$ cat config.mk
export PLATFORM = sky130hd
export DESIGN_NAME = pes_event_decoder
export DESIGN_NICKNAME = d
export VERILOG_FILES = /design/src/rtl/pes_pkg.sv /design/src/rtl/pes_event_decoder.sv
export SDC_FILE = /design/constraint.sdc
export NUM_CORES = 1
export LEC_CHECK = 0
export BUFFER_PORTS_ARGS = -buffer_cell sky130_fd_sc_hd__buf_4
export CORE_MARGIN = 1.5
export CORE_UTILIZATION = 50
export DETAILED_ROUTE_END_ITERATION = 7
export PLACE_DENSITY = 0.71
export SLEW_MARGIN = 15
export SYNTH_ARGS = -nofsm -noshare
export SYNTH_HDL_FRONTEND = slang
export SYNTH_SLANG_ARGS = --single-unit
$ cat constraint.sdc
create_clock -name I_MCLK -period 5.9 [get_ports I_MCLK]
set_input_delay 1.77 -clock I_MCLK [delete_from_list [all_inputs] [get_ports I_MCLK]]
set_output_delay 1.77 -clock I_MCLK [all_outputs]
set_load 0.01 [all_outputs]
$ cat src/rtl/pes_pkg.sv
// Constants shared by the performance event source decoder.
package pes_pkg;
   localparam logic [7:0]  EV_L2_IDLE     = 8'h32;
   localparam logic [7:0]  EV_FREQ_TRANS  = 8'h3A;
   localparam logic [7:0]  EV_THERMAL     = 8'h3B;
   localparam logic [7:0]  EV_UNHALTED    = 8'h3C;
   localparam logic [7:0]  EV_L1D         = 8'h40;
   localparam logic [7:0]  EV_BUS_OUTST   = 8'h60;
   localparam logic [7:0]  UM_FREQ_TRANS  = 8'h00;
   localparam logic [7:0]  UM_THERMAL     = 8'hC0;
   localparam logic [7:0]  UM_CORE        = 8'h00;
   localparam logic [7:0]  UM_BUS         = 8'h01;
   localparam logic [7:0]  UM_SOLE        = 8'h02;
   localparam logic [7:0]  UM_RD          = 8'h21;
   localparam logic [7:0]  UM_WR          = 8'h22;
   localparam int          INC_W          = 8;
   localparam logic [INC_W-1:0] INC_RST   = 8'h00;
   localparam int          CLK_PERIOD_PS  = 4000;
   localparam int          SAMPLE_MS      = 1;
   localparam int          SAMPLE_CYCLES  = (SAMPLE_MS * 1_000_000_000) / CLK_PERIOD_PS;
   localparam int          BUS_RATIO_DEF  = 4;
   localparam int          MAX_OUTST_DEF  = 8;
   typedef enum logic [0:0] {TH_NORMAL, TH_THROTTLED} pes_therm_t;
endpackage : pes_pkg

$ cat src/rtl/pes_event_decoder.sv
// Performance event source decoder: selects one programmable counter increment per cycle and forms the fixed and reference ones.
`timescale 1ns/1ps
module pes_event_decoder #(
   parameter int P_SAMPLE_CYCLES = pes_pkg::SAMPLE_CYCLES,
   parameter int P_BUS_RATIO     = pes_pkg::BUS_RATIO_DEF,
   parameter int P_MAX_OUTST     = pes_pkg::MAX_OUTST_DEF
) (
   input  wire logic                     I_MCLK,
   input  wire logic                     I_RESETN,
   input  wire logic [7:0]               I_EVENT_SEL,
   input  wire logic [7:0]               I_UNIT_MASK,
   input  wire logic                     I_L2_PENDING,
   input  wire logic                     I_PSTATE_DONE,
   input  wire logic                     I_FREQ_CHANGED,
   input  wire logic                     I_CORE_ACTIVE,
   input  wire logic                     I_TEMP_ABOVE_TRIP,
   input  wire logic                     I_HALT_EXEC,
   input  wire logic                     I_WAKE,
   input  wire logic                     I_OTHER_HALTED,
   input  wire logic                     I_CACHEABLE_RD,
   input  wire logic                     I_CACHEABLE_WR,
   input  wire logic                     I_LINE_READ_ISSUE,
   input  wire logic                     I_LINE_READ_DONE,
   output logic [pes_pkg::INC_W-1:0]     O_COUNT_INC,
   output logic                          O_FIXED_INC,
   output logic [pes_pkg::INC_W-1:0]     O_REF_INC,
   output logic                          O_THROTTLE,
   output logic                          O_BUS_TICK
);
   import pes_pkg::*;

   // Elaboration-time checks: the counters below cannot hold larger values.
   if (P_SAMPLE_CYCLES < 2 || P_SAMPLE_CYCLES >= (1 << 24))
   begin : g_bad_sample
      $error("P_SAMPLE_CYCLES out of range");
   end
   if (P_BUS_RATIO < 1 || P_BUS_RATIO > 255)
   begin : g_bad_ratio
      $error("P_BUS_RATIO out of range");
   end
   if (P_MAX_OUTST < 1 || P_MAX_OUTST > 255)
   begin : g_bad_outst
      $error("P_MAX_OUTST out of range");
   end

   localparam logic [23:0]      SAMPLE_LAST = 24'(P_SAMPLE_CYCLES - 1);
   localparam logic [7:0]       RATIO_LAST  = 8'(P_BUS_RATIO - 1);
   localparam logic [INC_W-1:0] RATIO_INC   = INC_W'(P_BUS_RATIO);
   localparam logic [INC_W-1:0] OUTST_MAX   = INC_W'(P_MAX_OUTST);

   function automatic logic sel_is(input logic [7:0] ev, input logic [7:0] um,
                                   input logic [7:0] ev_code, input logic [7:0] um_code);
      sel_is = (ev == ev_code) && (um == um_code);
   endfunction : sel_is

   logic                 temp_meta_reg;
   logic                 temp_sync_reg;
   logic                 temp_prev_reg;
   logic                 trip_rise;
   pes_therm_t           therm_reg;
   logic [23:0]          sample_cnt_reg;
   logic                 sample_tick;
   logic                 throttle_step;
   logic                 halted_reg;
   logic                 core_active;
   logic [7:0]           bus_div_reg;
   logic                 bus_tick;
   logic [INC_W-1:0]     outst_reg;
   logic [INC_W-1:0]     outst_seen;
   logic                 freq_event;
   logic [INC_W-1:0]     inc_next;

   // The temperature comparator is asynchronous to the core clock.
   always_ff @(posedge I_MCLK or negedge I_RESETN)
   begin
      if (!I_RESETN)
      begin
         temp_meta_reg <= 1'b0;
         temp_sync_reg <= 1'b0;
         temp_prev_reg <= 1'b0;
      end
      else
      begin
         temp_meta_reg <= I_TEMP_ABOVE_TRIP;
         temp_sync_reg <= temp_meta_reg;
         temp_prev_reg <= temp_sync_reg;
      end
   end

   assign trip_rise = temp_sync_reg && !temp_prev_reg;

   // Throttle control: a trip lowers frequency and voltage; recovery is checked once per sample period.
   assign sample_tick = (therm_reg == TH_THROTTLED) && (sample_cnt_reg == SAMPLE_LAST);

   always_ff @(posedge I_MCLK or negedge I_RESETN)
   begin
      if (!I_RESETN)
      begin
         therm_reg      <= TH_NORMAL;
         sample_cnt_reg <= 24'h00_0000;
      end
      else
      begin
         case (therm_reg)
            TH_NORMAL:
            begin
               sample_cnt_reg <= 24'h00_0000;
               if (trip_rise)
                  therm_reg <= TH_THROTTLED;
            end
            TH_THROTTLED:
            begin
               if (sample_tick)
               begin
                  sample_cnt_reg <= 24'h00_0000;
                  if (!temp_sync_reg)
                     therm_reg <= TH_NORMAL;
               end
               else
                  sample_cnt_reg <= sample_cnt_reg + 24'h00_0001;
            end
            default:
            begin
               therm_reg      <= TH_NORMAL;
               sample_cnt_reg <= 24'h00_0000;
            end
         endcase
      end
   end

   assign O_THROTTLE    = (therm_reg == TH_THROTTLED);
   assign throttle_step = (therm_reg == TH_NORMAL && trip_rise) || (sample_tick && !temp_sync_reg);

   // Halt state: the cycle of the halt instruction already counts as halted.
   always_ff @(posedge I_MCLK or negedge I_RESETN)
   begin
      if (!I_RESETN)
         halted_reg <= 1'b0;
      else if (I_HALT_EXEC)
         halted_reg <= 1'b1;
      else if (I_WAKE)
         halted_reg <= 1'b0;
   end

   assign core_active = !halted_reg && !I_HALT_EXEC;

   // Bus-clock rate as a one-cycle enable at the maximum core to bus ratio.
   always_ff @(posedge I_MCLK or negedge I_RESETN)
   begin
      if (!I_RESETN)
         bus_div_reg <= 8'h00;
      else if (bus_div_reg == RATIO_LAST)
         bus_div_reg <= 8'h00;
      else
         bus_div_reg <= bus_div_reg + 8'h01;
   end

   assign bus_tick   = (bus_div_reg == RATIO_LAST);
   assign O_BUS_TICK = bus_tick;

   // Outstanding full-line reads; a read still counts in the cycle its last data arrives.
   always_ff @(posedge I_MCLK or negedge I_RESETN)
   begin
      if (!I_RESETN)
         outst_reg <= INC_RST;
      else if (I_LINE_READ_ISSUE && !I_LINE_READ_DONE && outst_reg != OUTST_MAX)
         outst_reg <= outst_reg + INC_W'(1);
      else if (I_LINE_READ_DONE && !I_LINE_READ_ISSUE && outst_reg != INC_RST)
         outst_reg <= outst_reg - INC_W'(1);
   end

   assign outst_seen = outst_reg + INC_W'(I_LINE_READ_ISSUE);

   // Hardware-started steps are counted the same way as software-requested ones.
   assign freq_event = ((I_PSTATE_DONE && I_FREQ_CHANGED) || throttle_step) && I_CORE_ACTIVE;

   always_comb
   begin
      inc_next = INC_RST;
      if (I_EVENT_SEL == EV_L2_IDLE)
         inc_next = INC_W'(!I_L2_PENDING);
      else if (sel_is(I_EVENT_SEL, I_UNIT_MASK, EV_FREQ_TRANS, UM_FREQ_TRANS))
         inc_next = INC_W'(freq_event);
      else if (sel_is(I_EVENT_SEL, I_UNIT_MASK, EV_THERMAL, UM_THERMAL))
         inc_next = INC_W'(trip_rise);
      else if (sel_is(I_EVENT_SEL, I_UNIT_MASK, EV_UNHALTED, UM_CORE))
         inc_next = INC_W'(core_active);
      else if (sel_is(I_EVENT_SEL, I_UNIT_MASK, EV_UNHALTED, UM_BUS))
         inc_next = INC_W'(bus_tick && core_active);
      else if (sel_is(I_EVENT_SEL, I_UNIT_MASK, EV_UNHALTED, UM_SOLE))
         inc_next = INC_W'(bus_tick && core_active && I_OTHER_HALTED);
      else if (sel_is(I_EVENT_SEL, I_UNIT_MASK, EV_L1D, UM_RD))
         inc_next = INC_W'(I_CACHEABLE_RD);
      else if (sel_is(I_EVENT_SEL, I_UNIT_MASK, EV_L1D, UM_WR))
         inc_next = INC_W'(I_CACHEABLE_WR);
      else if (I_EVENT_SEL == EV_BUS_OUTST)
         inc_next = outst_seen;
   end

   always_ff @(posedge I_MCLK or negedge I_RESETN)
   begin
      if (!I_RESETN)
      begin
         O_COUNT_INC <= INC_RST;
         O_FIXED_INC <= 1'b0;
         O_REF_INC   <= INC_RST;
      end
      else
      begin
         O_COUNT_INC <= inc_next;
         O_FIXED_INC <= core_active;
         O_REF_INC   <= (bus_tick && core_active) ? RATIO_INC : INC_RST;
      end
   end
endmodule : pes_event_decoder

Word-level counts from Yosys, hierarchy flattened --
Cells that the tools add are included.
Operators by class: $add $sub $neg 5, equal/unequal tests 14, muxes and demuxes 21, bitwise gates (word level) 1, reduce and logical (&&, ||, !) cells 33
Operators with widths (count):
- $mux 8 | 12
- $eq 8x6->1 const B | 6
- $pmux 24 s2 | 1
- $add 24x1->24 const B | 1
- $eq 24x18->1 const B | 1
- $mux 24 | 1
- $logic_and 1x1->1 | 20
- $add 8x1->8 const B | 2
- $eq 8x2->1 const B | 2
- $eq 8x7->1 const B | 2
- $add 8x1->8 | 1
- $eq 8x1->1 const B | 1
- $eq 8x8->1 const B | 1
- $logic_not 8->1 | 1
- $ne 8x4->1 const B | 1
- $reduce_bool 8->1 | 1
- $sub 8x1->8 const B | 1
- $logic_not 1->1 | 7
- $mux 1 | 5
- $reduce_bool 2->1 | 2
- $mux 3 | 1
- $logic_or 1x1->1 | 2
- $pmux 1 s2 | 1
- $not 1->1 | 1
Storage, ports and cells: bits in registers 57

Logic depth before layout (Yosys ltp) --
Gate-level depths: netlist of run 1.
depth in word-level cells 10, gate-level depth with buffers 10

Worst setup path before layout of run 1 --
No wires, ideal clock.
kind in2reg, start input port I_LINE_READ_DONE, end register outst_reg[6], arrival 3.383 ns, required time 5.773 ns, slack 2.390 ns, stages on the path 9, buffers on the path 0, path through a31oi_1 -> nand2_1 -> inv_1 -> fa_1 -> nand2b_1 -> a21boi_0 -> o21a_1 -> o211ai_1 -> mux2_1
On the way: longest elaborated chain between the ends 4, elaborated cells on any way between the ends 7, those cells by class mux: 1; reduce/logical: 6
RTL lines:
- start, declared | line pes_event_decoder.sv:23 | input wire logic I_LINE_READ_DONE,
- $logic_not 1->1 | line pes_event_decoder.sv:166 | else if (I_LINE_READ_ISSUE && !I_LINE_READ_DONE && outst_reg != OUTST_MAX)
- $logic_and 1x1->1 (2 in a row) | line pes_event_decoder.sv:166
- $mux 8 or $reduce_bool 2->1 (tied branches)
- end signal, assigned | line pes_event_decoder.sv:167 | outst_reg <= outst_reg + INC_W'(1);
- end signal, assigned | line pes_event_decoder.sv:169 | outst_reg <= outst_reg - INC_W'(1);
- end, declared | line pes_event_decoder.sv:68 | logic [INC_W-1:0] outst_reg;
Several ways; a longest one is shown, not always the timed one. A chain may end at the register's enable or synchronous reset.

Worst setup path after layout of run 1 --
start register bus_div_reg[0], end output port O_BUS_TICK
On the way: longest elaborated chain between the ends 1
RTL lines:
- start, declared | line pes_event_decoder.sv:66 | logic [7:0] bus_div_reg;
- start signal, assigned | line pes_event_decoder.sv:155 | bus_div_reg <= bus_div_reg + 8'h01;
- $eq 8x2->1 | line pes_event_decoder.sv:158 | assign bus_tick = (bus_div_reg == RATIO_LAST);
- end, declared | line pes_event_decoder.sv:28 | output logic O_BUS_TICK
Every way passes these cells.

==> results.tsv, run 1 <==
stage	metric	value	unit
final_layout	area of the multi-input gates	0.00151	mm²
worst_setup_path	worst setup path class	flip-flop to output port	
global_route	Overall Global Routing Usage	20.9	%
timing	Least-Margin Pin Slew	920	ps
timing	final period utilization	59.5	%
die	# rows	27	
timing	maximum clock frequency	285	MHz
synthesis	post-synthesis register bit count	55	
clock_tree	post-CTS sizing	0	
timing	slew margin rel.	36.9	%
worst_setup_path	CP Launch Type	flip-flop	
final_layout	Reg area	0.00138	mm²
global_route	antenna violations before repair	0	
synthesis	Synth Area per Inst	9.83	µm²
die	initial core utilization	53.0	%
timing	Fin Hold WS	379	ps
clock_tree	Clock Latency Late Sink	300	ps
timing	Slew Viols, Final	0	
detailed_routing	Avg WL per Cell	14.3	µm
die	Die ar.	0.00645	mm²
placement	DP Worst Slack	2100	ps
final_layout	post-route insts no fill	419	
clock_tree	TritonCTS buffer count	5	
synthesis	top post-synthesis cells by area	dfrtp_1 46%, xnor2_1 6.2%, nor2_1 5.3%	
detailed_routing	DRC violations left	0	
placement	GP Congestion	0.857	
detailed_routing	detailed-route via count	2318	
worst_setup_path	FF-to-FF Start	outst_reg[5]	
worst_hold_path	min-delay src	temp_meta_reg	
timing	setup violators final	0	
final_layout	Largest register FFs	24	
final_layout	Syn-to-layout area delta	15.4	%
clock_tree	CTS root buf	clkbuf_8	
final_layout	fillers	488	
global_route	pin count of the biggest net entering global routing	56	
worst_setup_path	CP required	4130	ps
placement	DP Area	0.00333	mm²
synthesis	post-synthesis cell type count	54	
placement	Placed Cells	411	
final_layout	Finished Core Util	61.1	%
detailed_routing	via/cell ratio	5.53	
die	Die Width	80.3	µm
power_and_ir_drop	Pwr Total	1.10	mW
final_layout	post-route cell area	0.00345	mm²
die	core region area	0.00564	mm²
outcome	outcome	complete, no violations	
synthesis	Post-Syn Area	0.00299	mm²
placement	Port Buf Inserts	41	
final_layout	antenna cells	0	
worst_setup_path	arrival time at the worst endpoint	1740	ps
clock_tree	Reg clk slew, reported paths	100	ps
worst_setup_path	crit end category	output port	
clock_tree	TritonCTS clock tree	yes	
global_route	vias in the first global route	2289	
power_and_ir_drop	worst vdd ir	217	µV
clock_tree	clock sinks	55	
placement	Final HPWL DP	4460	µm
timing	TNS Setup	0	ps
synthesis	Primary FF master, synth	dfrtp_1	
detailed_routing	Detailed Route WL	6010	µm
power_and_ir_drop	PD cells	320	mW/mm²
clock_tree	H-tree depth	2	
clock_tree	Hold Buf Count CTS	0	
detailed_routing	DRT iter0 DRCs	111	
worst_hold_path	worst min path class	flip-flop to flip-flop	
timing	RSZ-0062 raised after global routing	no	
die	Ports	49	
clock_tree	CTS Buffer Depth	2	
synthesis	register area share after synthesis	46.0	%
synthesis	async set or reset register ratio after synthesis	100	%
synthesis	number of synthesized flops with an enable pin	0	
timing	min Tclk post-route	3510	ps
timing	PnR worst setup slack	2390	ps
final_layout	Final nets	387	
synthesis	synthesis warning total	0	
synthesis	area leader, netlist	dfrtp_1	
synthesis	Mapped Cells	304	
detailed_routing	DR pass1 iterations	4	
worst_setup_path	Worst Setup SP	bus_div_reg[0]	
die	Die H	80.3	µm
final_layout	most common cell after layout, fill and taps aside	dfrtp_1	
final_layout	layout cells sized above 1	16.7	%
timing	final number of hold-violating endpoints	0	
final_layout	most frequent cells in the layout	55 x dfrtp_1, 42 x nor2_1, 41 x buf_4, 21 x xnor2_1	
global_route	GRT overflow	0	
clock_tree	number of post-CTS setup repair buffers	0	
worst_setup_path	critical-path maximum fanout	5	
global_route	first-pass GRT wire length	10500	µm
power_and_ir_drop	Leak	1.61	nW
synthesis	share of the synthesized area in the top cell type	46.0	%
job	Max Cap Viol	0	
timing	Fin Clk Skew	8.04	ps
detailed_routing	Final ANT Viol Nets	0	
where the power goes:
part / internal, mW / total, mW / switching (mW)
Combinational: 0.162 / 0.338 / 0.177
Sequential: 0.431 / 0.506 / 0.0751
Clock: 0.138 / 0.258 / 0.120
Total: 0.730 / 1.10 / 0.372
final timing paths:
check                                          end  slack (ps)  cells after the start
worst max register to register        outst_reg[6]        2870                     10
worst max-delay path                    O_BUS_TICK        2390                      5
max in group asynchronous           O_COUNT_INC[3]        3940                      1
min in group asynchronous       sample_cnt_reg[19]        1490                      1
worst min-delay path                 temp_sync_reg         380                      0
worst min register to register       temp_sync_reg         380                      0
per-layer routing:
metal | global-route usage (%) | part of all wire, % | wire [µm]
met2 | 33.6 | 47 | 2810
met4 | 7.41 | 1.4 | 87
met1 | 27.7 | 47 | 2800
met3 | 4.32 | 5.1 | 306
met5 | 0 | 0 | 0
area by class of cell:
class / instances / area share (%)
multi-input cells: 230 / 43.7
flip-flops and latches: 55 / 39.9
repair buffers: 41 / 8.93
well taps: 72 / 2.61
clock buffers: 6 / 2.39
inverters: 13 / 1.42
clock inverters: 2 / 1.02
cells by family after synthesis:
| family | synth area share (%) |
|---|---|
| AO/OA/AOI/OAI | 6.61 |
| XOR/XNOR | 11.1 |
| adder cells (fa/ha/maj) | 4.86 |
| buffers and inverters | 4.27 |
| flip-flops | 46.0 |
| multiplexers | 1.42 |
| other | 0.125 |
| AND/OR/NAND/NOR | 25.5 |
worst max-delay path, stage by stage (launching register included):
cell     delay (ps)
dfrtp_1         420
ha_1            260
nor4b_1         320
nand2_1         180
inv_1           130
buf_4           130
cells in the mapped netlist, types with 2 or more instances:
cell / count
dfrtp_1: 55
nor2_1: 42
xnor2_1: 21
nand3_1: 17
xor2_1: 17
nand2_1: 16
inv_1: 13
and3_1: 12
ha_1: 10
nand4_1: 10
nor3_1: 9
buf_4: 8
nor4_1: 6
o21ai_0: 5
a21oi_1: 4
and4_1: 4
a31oi_1: 3
and2_1: 3
buf_2: 3
nand2b_1: 3
nor4b_1: 3
o211ai_1: 3
a211oi_1: 2
and3b_1: 2
mux2i_1: 2
nor4_2: 2
or3_1: 2
(Power assumes the default switching activity.)
==> inputs of run 2 (changes only) <==
--- a/config.mk
+++ b/config.mk
@@ -9,7 +9,7 @@
 export CORE_MARGIN = 1.5
 export CORE_UTILIZATION = 50
 export DETAILED_ROUTE_END_ITERATION = 7
-export PLACE_DENSITY = 0.71
+export PLACE_DENSITY = 0.74
 export SLEW_MARGIN = 15
 export SYNTH_ARGS = -nofsm -noshare
 export SYNTH_HDL_FRONTEND = slang
==> constraint.sdc (replaced) <==
create_clock -name I_MCLK -period 2.9 [get_ports I_MCLK]
set_input_delay 0.87 -clock I_MCLK [delete_from_list [all_inputs] [get_ports I_MCLK]]
set_output_delay 0.87 -clock I_MCLK [all_outputs]
set_load 0.01 [all_outputs]
==> results.tsv, run 2 (same netlist as run 1, synthesis figures left out) <==
stage	metric	value	unit	change
timing	maximum clock frequency	367	MHz	
die	# rows	27		unchanged
timing	final number of hold-violating endpoints	0		unchanged
job	Max Cap Viol	0		unchanged
placement	DP Worst Slack	-33.0	ps	-2130 ps
detailed_routing	DRC violations left	0		unchanged
final_layout	layout cells sized above 1	19.0	%	+2.3 points
worst_setup_path	Crit path largest cell delay	430	ps	about the same
clock_tree	CTS Buffer Depth	2		unchanged
timing	slew margin rel.	55.5	%	+19 points
final_layout	area of the multi-input gates	0.00153	mm²	+1.5%
worst_hold_path	worst min path class	flip-flop to flip-flop		
clock_tree	TritonCTS clock tree	yes		
global_route	met1 usage	26.6	%	-1.1 points
final_layout	Finished Core Util	61.9	%	+0.75 points
placement	GP Congestion	0.815		-4.9%
power_and_ir_drop	worst vdd ir	583	µV	+170%
global_route	M3 GR Usage	4.66	%	+0.34 points
die	Die ar.	0.00645	mm²	unchanged
worst_setup_path	CP Launch Type	flip-flop		
detailed_routing	DRT iter0 DRCs	101		-9.0%
timing	Fin Clk Skew	12.2	ps	+4.18 ps
final_layout	post-route cell area	0.00349	mm²	+1.2%
final_layout	most frequent cells in the layout	55 x dfrtp_1, 47 x buf_4, 42 x nor2_1, 21 x xnor2_1		
clock_tree	H-tree depth	2		unchanged
worst_setup_path	crit end category	output port		
detailed_routing	Final ANT Viol Nets	0		unchanged
die	initial core utilization	53.0	%	unchanged
clock_tree	number of post-CTS setup repair buffers	0		unchanged
die	Die H	80.3	µm	unchanged
worst_setup_path	worst setup path class	flip-flop to output port		
final_layout	fillers	484		-0.82%
global_route	antenna violations before repair	0		unchanged
clock_tree	TritonCTS buffer count	5		unchanged
timing	Least-Margin Pin Slew	668	ps	-253 ps
outcome	outcome	complete, no violations		
die	Die Width	80.3	µm	unchanged
clock_tree	Hold Buf Count CTS	0		unchanged
worst_setup_path	slowest CP cell	dfrtp_1		
placement	Final HPWL DP	4480	µm	+0.41%
global_route	Overall Global Routing Usage	21.4	%	+0.52 points
timing	setup violators final	0		unchanged
global_route	GR Util met2	35.0	%	+1.3 points
power_and_ir_drop	Leak	1.62	nW	+0.80%
final_layout	Final nets	393		+1.6%
timing	Slew Viols, Final	0		unchanged
global_route	pin count of the biggest net entering global routing	56		unchanged
final_layout	antenna cells	0		unchanged
worst_setup_path	arrival time at the worst endpoint	1850	ps	+110 ps
worst_setup_path	worst-path cell chain	ha_1 -> nor4b_1 -> nand2_1 -> inv_1 -> buf_4		
clock_tree	Clock Latency Late Sink	320	ps	+20 ps
placement	Port Buf Inserts	41		unchanged
clock_tree	CTS root buf	clkbuf_8		
clock_tree	Reg clk slew, reported paths	110	ps	about the same
final_layout	Largest register FFs	24		unchanged
detailed_routing	via/cell ratio	5.49		-0.69%
clock_tree	clock sinks	55		unchanged
worst_setup_path	CP required	2030	ps	-2100 ps
timing	RSZ-0062 raised after global routing	no		
detailed_routing	Detailed Route WL	6050	µm	+0.70%
global_route	GRT overflow	0		unchanged
worst_setup_path	critical-path maximum fanout	5		unchanged
placement	DP Area	0.00338	mm²	+1.4%
final_layout	Reg area	0.00138	mm²	unchanged
timing	min Tclk post-route	2720	ps	
detailed_routing	Avg WL per Cell	14.2	µm	-0.72%
die	core region area	0.00564	mm²	unchanged
global_route	vias in the first global route	2370		+3.5%
global_route	busiest grt layer	met2		
final_layout	Syn-to-layout area delta	16.8	%	
detailed_routing	DR pass1 iterations	4		unchanged
die	Ports	49		unchanged
timing	PnR worst setup slack	175	ps	-2210 ps
power_and_ir_drop	PD cells	641	mW/mm²	+100%
global_route	first-pass GRT wire length	10600	µm	+1.1%
detailed_routing	detailed-route via count	2335		+0.73%
final_layout	most common cell after layout, fill and taps aside	dfrtp_1		
timing	final period utilization	94.0	%	
run 2: layer usage:
metal | up-vias | wire length (µm)
li1 | 1151 | -
met1 | 1122 | 2810
met2 | 47 | 2890
met3 | 15 | 201
met4 | 0 | 150
met5 | - | 0
run 2: critical path, delay by kind of cell (launching register included):
family / cells / cell delay, ps
adders and majority gates: 1 / 250
buffers and inverters: 2 / 270
DFF: 1 / 430
and+or+nand+nor: 2 / 590
run 2: repair_timing:
item | CTS | global route
resized for setup | 1 | 3
cloned | 0 | 0
pin swaps | 0 | 0
setup endpoints to repair | 1 | 3
run 2: path summary, 6_finish.rpt:
path	startpoint	end	slack [ps]	depth (start not counted)
worst max-delay path	bus_div_reg[0]	O_BUS_TICK	180	5
worst min-delay path	temp_meta_reg	temp_sync_reg	360	0
worst max register to register	outst_reg[5]	outst_reg[6]	210	10
worst min register to register	temp_meta_reg	temp_sync_reg	360	0
max in group asynchronous	I_RESETN	sample_cnt_reg[9]	1880	1
min in group asynchronous	I_RESETN	sample_cnt_reg[19]	570	1
run 2: layout make-up:
cell class                      count  share of cell area (%)
Clock inverter                      3                   0.681
Multi-Input combinational cell    230                    43.8
Timing Repair Buffer               47                    10.1
Tap cell                           72                    2.58
Sequential cell                    55                    39.4
Clock buffer                        5                    1.97
Inverter                           13                    1.40
run 2: per-stage QoR:
step	setup TNS, ps	cells	total power, mW	hold slack [ps]
after floorplan	0	310	1.54	331
after global placement	0	417	1.75	333
after detailed placement	-62.4	417	1.78	339
after CTS	0	425	2.23	364
after global routing	0	425	2.42	395
final	0	425	2.24	363
run 2: power by group:
group          switching [mW]  leakage [nW]  internal [mW]
registers               0.149         0.717          0.877
clock network           0.267        0.0408          0.173
logic                   0.398         0.864          0.373
==> inputs of run 3 (changes only) <==
--- a/config.mk
+++ b/config.mk
@@ -7,9 +7,9 @@
 export LEC_CHECK = 0
 export BUFFER_PORTS_ARGS = -buffer_cell sky130_fd_sc_hd__buf_4
 export CORE_MARGIN = 1.5
-export CORE_UTILIZATION = 50
+export CORE_UTILIZATION = 45
 export DETAILED_ROUTE_END_ITERATION = 7
-export PLACE_DENSITY = 0.74
+export PLACE_DENSITY = 0.65
 export SLEW_MARGIN = 15
 export SYNTH_ARGS = -nofsm -noshare
 export SYNTH_HDL_FRONTEND = slang
==> constraint.sdc (replaced) <==
create_clock -name I_MCLK -period 3.1 [get_ports I_MCLK]
set_input_delay 0.93 -clock I_MCLK [delete_from_list [all_inputs] [get_ports I_MCLK]]
set_output_delay 0.93 -clock I_MCLK [all_outputs]
set_load 0.01 [all_outputs]
==> results.tsv, run 3 (same netlist as run 1, synthesis figures left out) <==
stage	metric	value	unit	change
final_layout	Finished Core Util	54.2	%	-7.6 points
detailed_routing	detailed-route via count	2298		-1.6%
timing	Slew Viols, Final	0		unchanged
die	Die H	84.5	µm	+5.2%
worst_setup_path	Crit path largest cell delay	400	ps	-30 ps
final_layout	most frequent cells in the layout	55 x dfrtp_1, 45 x buf_4, 42 x nor2_1, 21 x xnor2_1		
placement	DP Worst Slack	99.8	ps	+133 ps
power_and_ir_drop	Comb power frac	33.4	%	-1.1 points
final_layout	post-route insts no fill	428		+0.71%
timing	Fin Clk Skew	11.3	ps	-0.971 ps
detailed_routing	DR pass1 iterations	4		unchanged
clock_tree	H-tree depth	2		unchanged
worst_setup_path	CP required	3300	ps	+1270 ps
placement	Port Buf Inserts	41		unchanged
global_route	Overall Global Routing Usage	18.1	%	-3.3 points
timing	setup violators final	0		unchanged
detailed_routing	DRC violations left	0		unchanged
power_and_ir_drop	clock power share	19.6	%	about the same
detailed_routing	Final ANT Viol Nets	0		unchanged
placement	DP Area	0.00337	mm²	-0.26%
worst_setup_path	CP Launch Type	flip-flop		
global_route	antenna violations before repair	0		unchanged
clock_tree	number of post-CTS setup repair buffers	0		unchanged
placement	Placed Cells	420		+0.72%
final_layout	Reg area	0.00138	mm²	unchanged
die	# rows	29		+7.4%
clock_tree	Reg clk slew, reported paths	100	ps	about the same
worst_setup_path	critical-path maximum fanout	7		+2
final_layout	Largest register FFs	24		unchanged
detailed_routing	Detailed Route WL	5790	µm	-4.2%
timing	TNS Setup	0	ps	unchanged
worst_setup_path	arrival time at the worst endpoint	2980	ps	+1130 ps
clock_tree	CTS Buffer Depth	2		unchanged
power_and_ir_drop	sequential share of power	46.9	%	+1.0 points
clock_tree	clock sinks	55		unchanged
job	Max Cap Viol	0		unchanged
detailed_routing	via/cell ratio	5.37		-2.3%
global_route	pin count of the biggest net entering global routing	56		unchanged
power_and_ir_drop	P_int	1.31	mW	-7.9%
power_and_ir_drop	worst vdd ir	522	µV	-11%
die	Ports	49		unchanged
worst_hold_path	worst min path class	flip-flop to flip-flop		
final_layout	Final nets	391		-0.51%
power_and_ir_drop	Switching Share	35.2	%	-1.2 points
worst_setup_path	crit end category	flip-flop		
global_route	GRT overflow	0		unchanged
worst_setup_path	worst-path cell chain	nor4_2 -> a31oi_1 -> nand2_1 -> inv_1 -> fa_1 -> nand2b_1 -> a21boi_1 -> o21a_1 -> o211ai_1 -> mux2_1		
power_and_ir_drop	Leak	1.61	nW	-0.47%
timing	RSZ-0062 raised after global routing	no		
global_route	vias in the first global route	2255		-4.9%
clock_tree	TritonCTS buffer count	5		unchanged
final_layout	area of the multi-input gates	0.00151	mm²	-1.1%
clock_tree	Clock Latency Late Sink	310	ps	about the same
detailed_routing	DRT iter0 DRCs	92		-8.9%
die	core region area	0.00639	mm²	+13%
final_layout	post-route cell area	0.00346	mm²	-0.79%
placement	GP Congestion	0.766		-6.0%
final_layout	Syn-to-layout area delta	15.9	%	
timing	maximum clock frequency	359	MHz	
timing	min Tclk post-route	2780	ps	
final_layout	most common cell after layout, fill and taps aside	dfrtp_1		
clock_tree	CTS root buf	clkbuf_8		
die	Die ar.	0.00714	mm²	+11%
power_and_ir_drop	Switch Pwr	0.712	mW	-12%
final_layout	layout cells sized above 1	17.7	%	-1.3 points
die	Die Width	84.5	µm	+5.2%
timing	slew margin rel.	55.2	%	-0.29 points
die	initial core utilization	46.8	%	-6.2 points
timing	final period utilization	89.7	%	
clock_tree	TritonCTS clock tree	yes		
power_and_ir_drop	Pwr Total	2.02	mW	-9.5%
worst_setup_path	worst setup path class	flip-flop to flip-flop		
timing	final number of hold-violating endpoints	0		unchanged
timing	Least-Margin Pin Slew	672	ps	+4.38 ps
placement	Final HPWL DP	4420	µm	-1.4%
global_route	first-pass GRT wire length	10400	µm	-1.4%
final_layout	fillers	584		+21%
timing	PnR worst setup slack	318	ps	+143 ps
power_and_ir_drop	PD cells	584	mW/mm²	-8.8%
timing	Fin Hold WS	370	ps	+7.91 ps
detailed_routing	Avg WL per Cell	13.5	µm	-4.9%
final_layout	antenna cells	0		unchanged
worst_setup_path	slowest CP cell	dfrtp_1		
outcome	outcome	complete, no violations		
[run 3: changes by cell type in the layout (fill, tap and decap cells not counted), sizes merged]
cell      before  now
clkbuf         5    6
clkinvlp       2    0
clkinv         0    2
inv           14   13
buf           47   45
[run 3: timing repair]
item	in CTS	in global routing
hold endpoints to repair	0	0
gates resized for setup	0	2
endpoints found under the setup margin	0	1
hold buffers	0	0
[run 3: routing by layer]
layer  vias up  wire [µm]  track usage, %
met5         -          0               0
met4         0        132            7.04
met3        12        155            3.34
met2        33       2850            30.0
met1      1108       2660            23.4
li1       1145          -               -
[run 3: layout make-up]
cell class / instances / area share, %
sequential: 55 / 39.7
clock buffer: 6 / 2.10
tap: 77 / 2.78
clock inverter: 2 / 0.506
inverter: 13 / 1.41
multi-input combinational: 230 / 43.7
timing repair buffer: 45 / 9.75
[run 3: power groups by stage]
stage	Clock, mW	Sequential (mW)	Combinational (mW)
CTS	0.416	0.945	0.683
global placement	0	0.953	0.662
global route	0.442	0.966	0.781
finish	0.397	0.949	0.677
detailed placement	0	0.959	0.679
floorplan	0	0.935	0.504
[run 3: critical path, delay by kind of cell (launching register included)]
| kind | cells | cell delay (ps) |
|---|---|---|
| AO/OA/AOI/OAI | 4 | 670 |
| adder cells (fa/ha/maj) | 1 | 400 |
| AND/OR/NAND/NOR | 3 | 790 |
| flip-flops | 1 | 400 |
| buffers and inverters | 1 | 110 |
| multiplexers | 1 | 290 |
[run 3: worst paths after layout]
| kind | start | to | slack (ps) | depth (start not counted) |
|---|---|---|---|---|
| setup / recovery | outst_reg[5] | outst_reg[6] | 320 | 10 |
| hold / removal | temp_meta_reg | temp_sync_reg | 370 | 0 |
| setup reg to reg | outst_reg[5] | outst_reg[6] | 320 | 10 |
| hold reg to reg | temp_meta_reg | temp_sync_reg | 370 | 0 |
| max in group asynchronous | I_RESETN | sample_cnt_reg[8] | 2000 | 1 |
| min in group asynchronous | I_RESETN | sample_cnt_reg[21] | 640 | 1 |
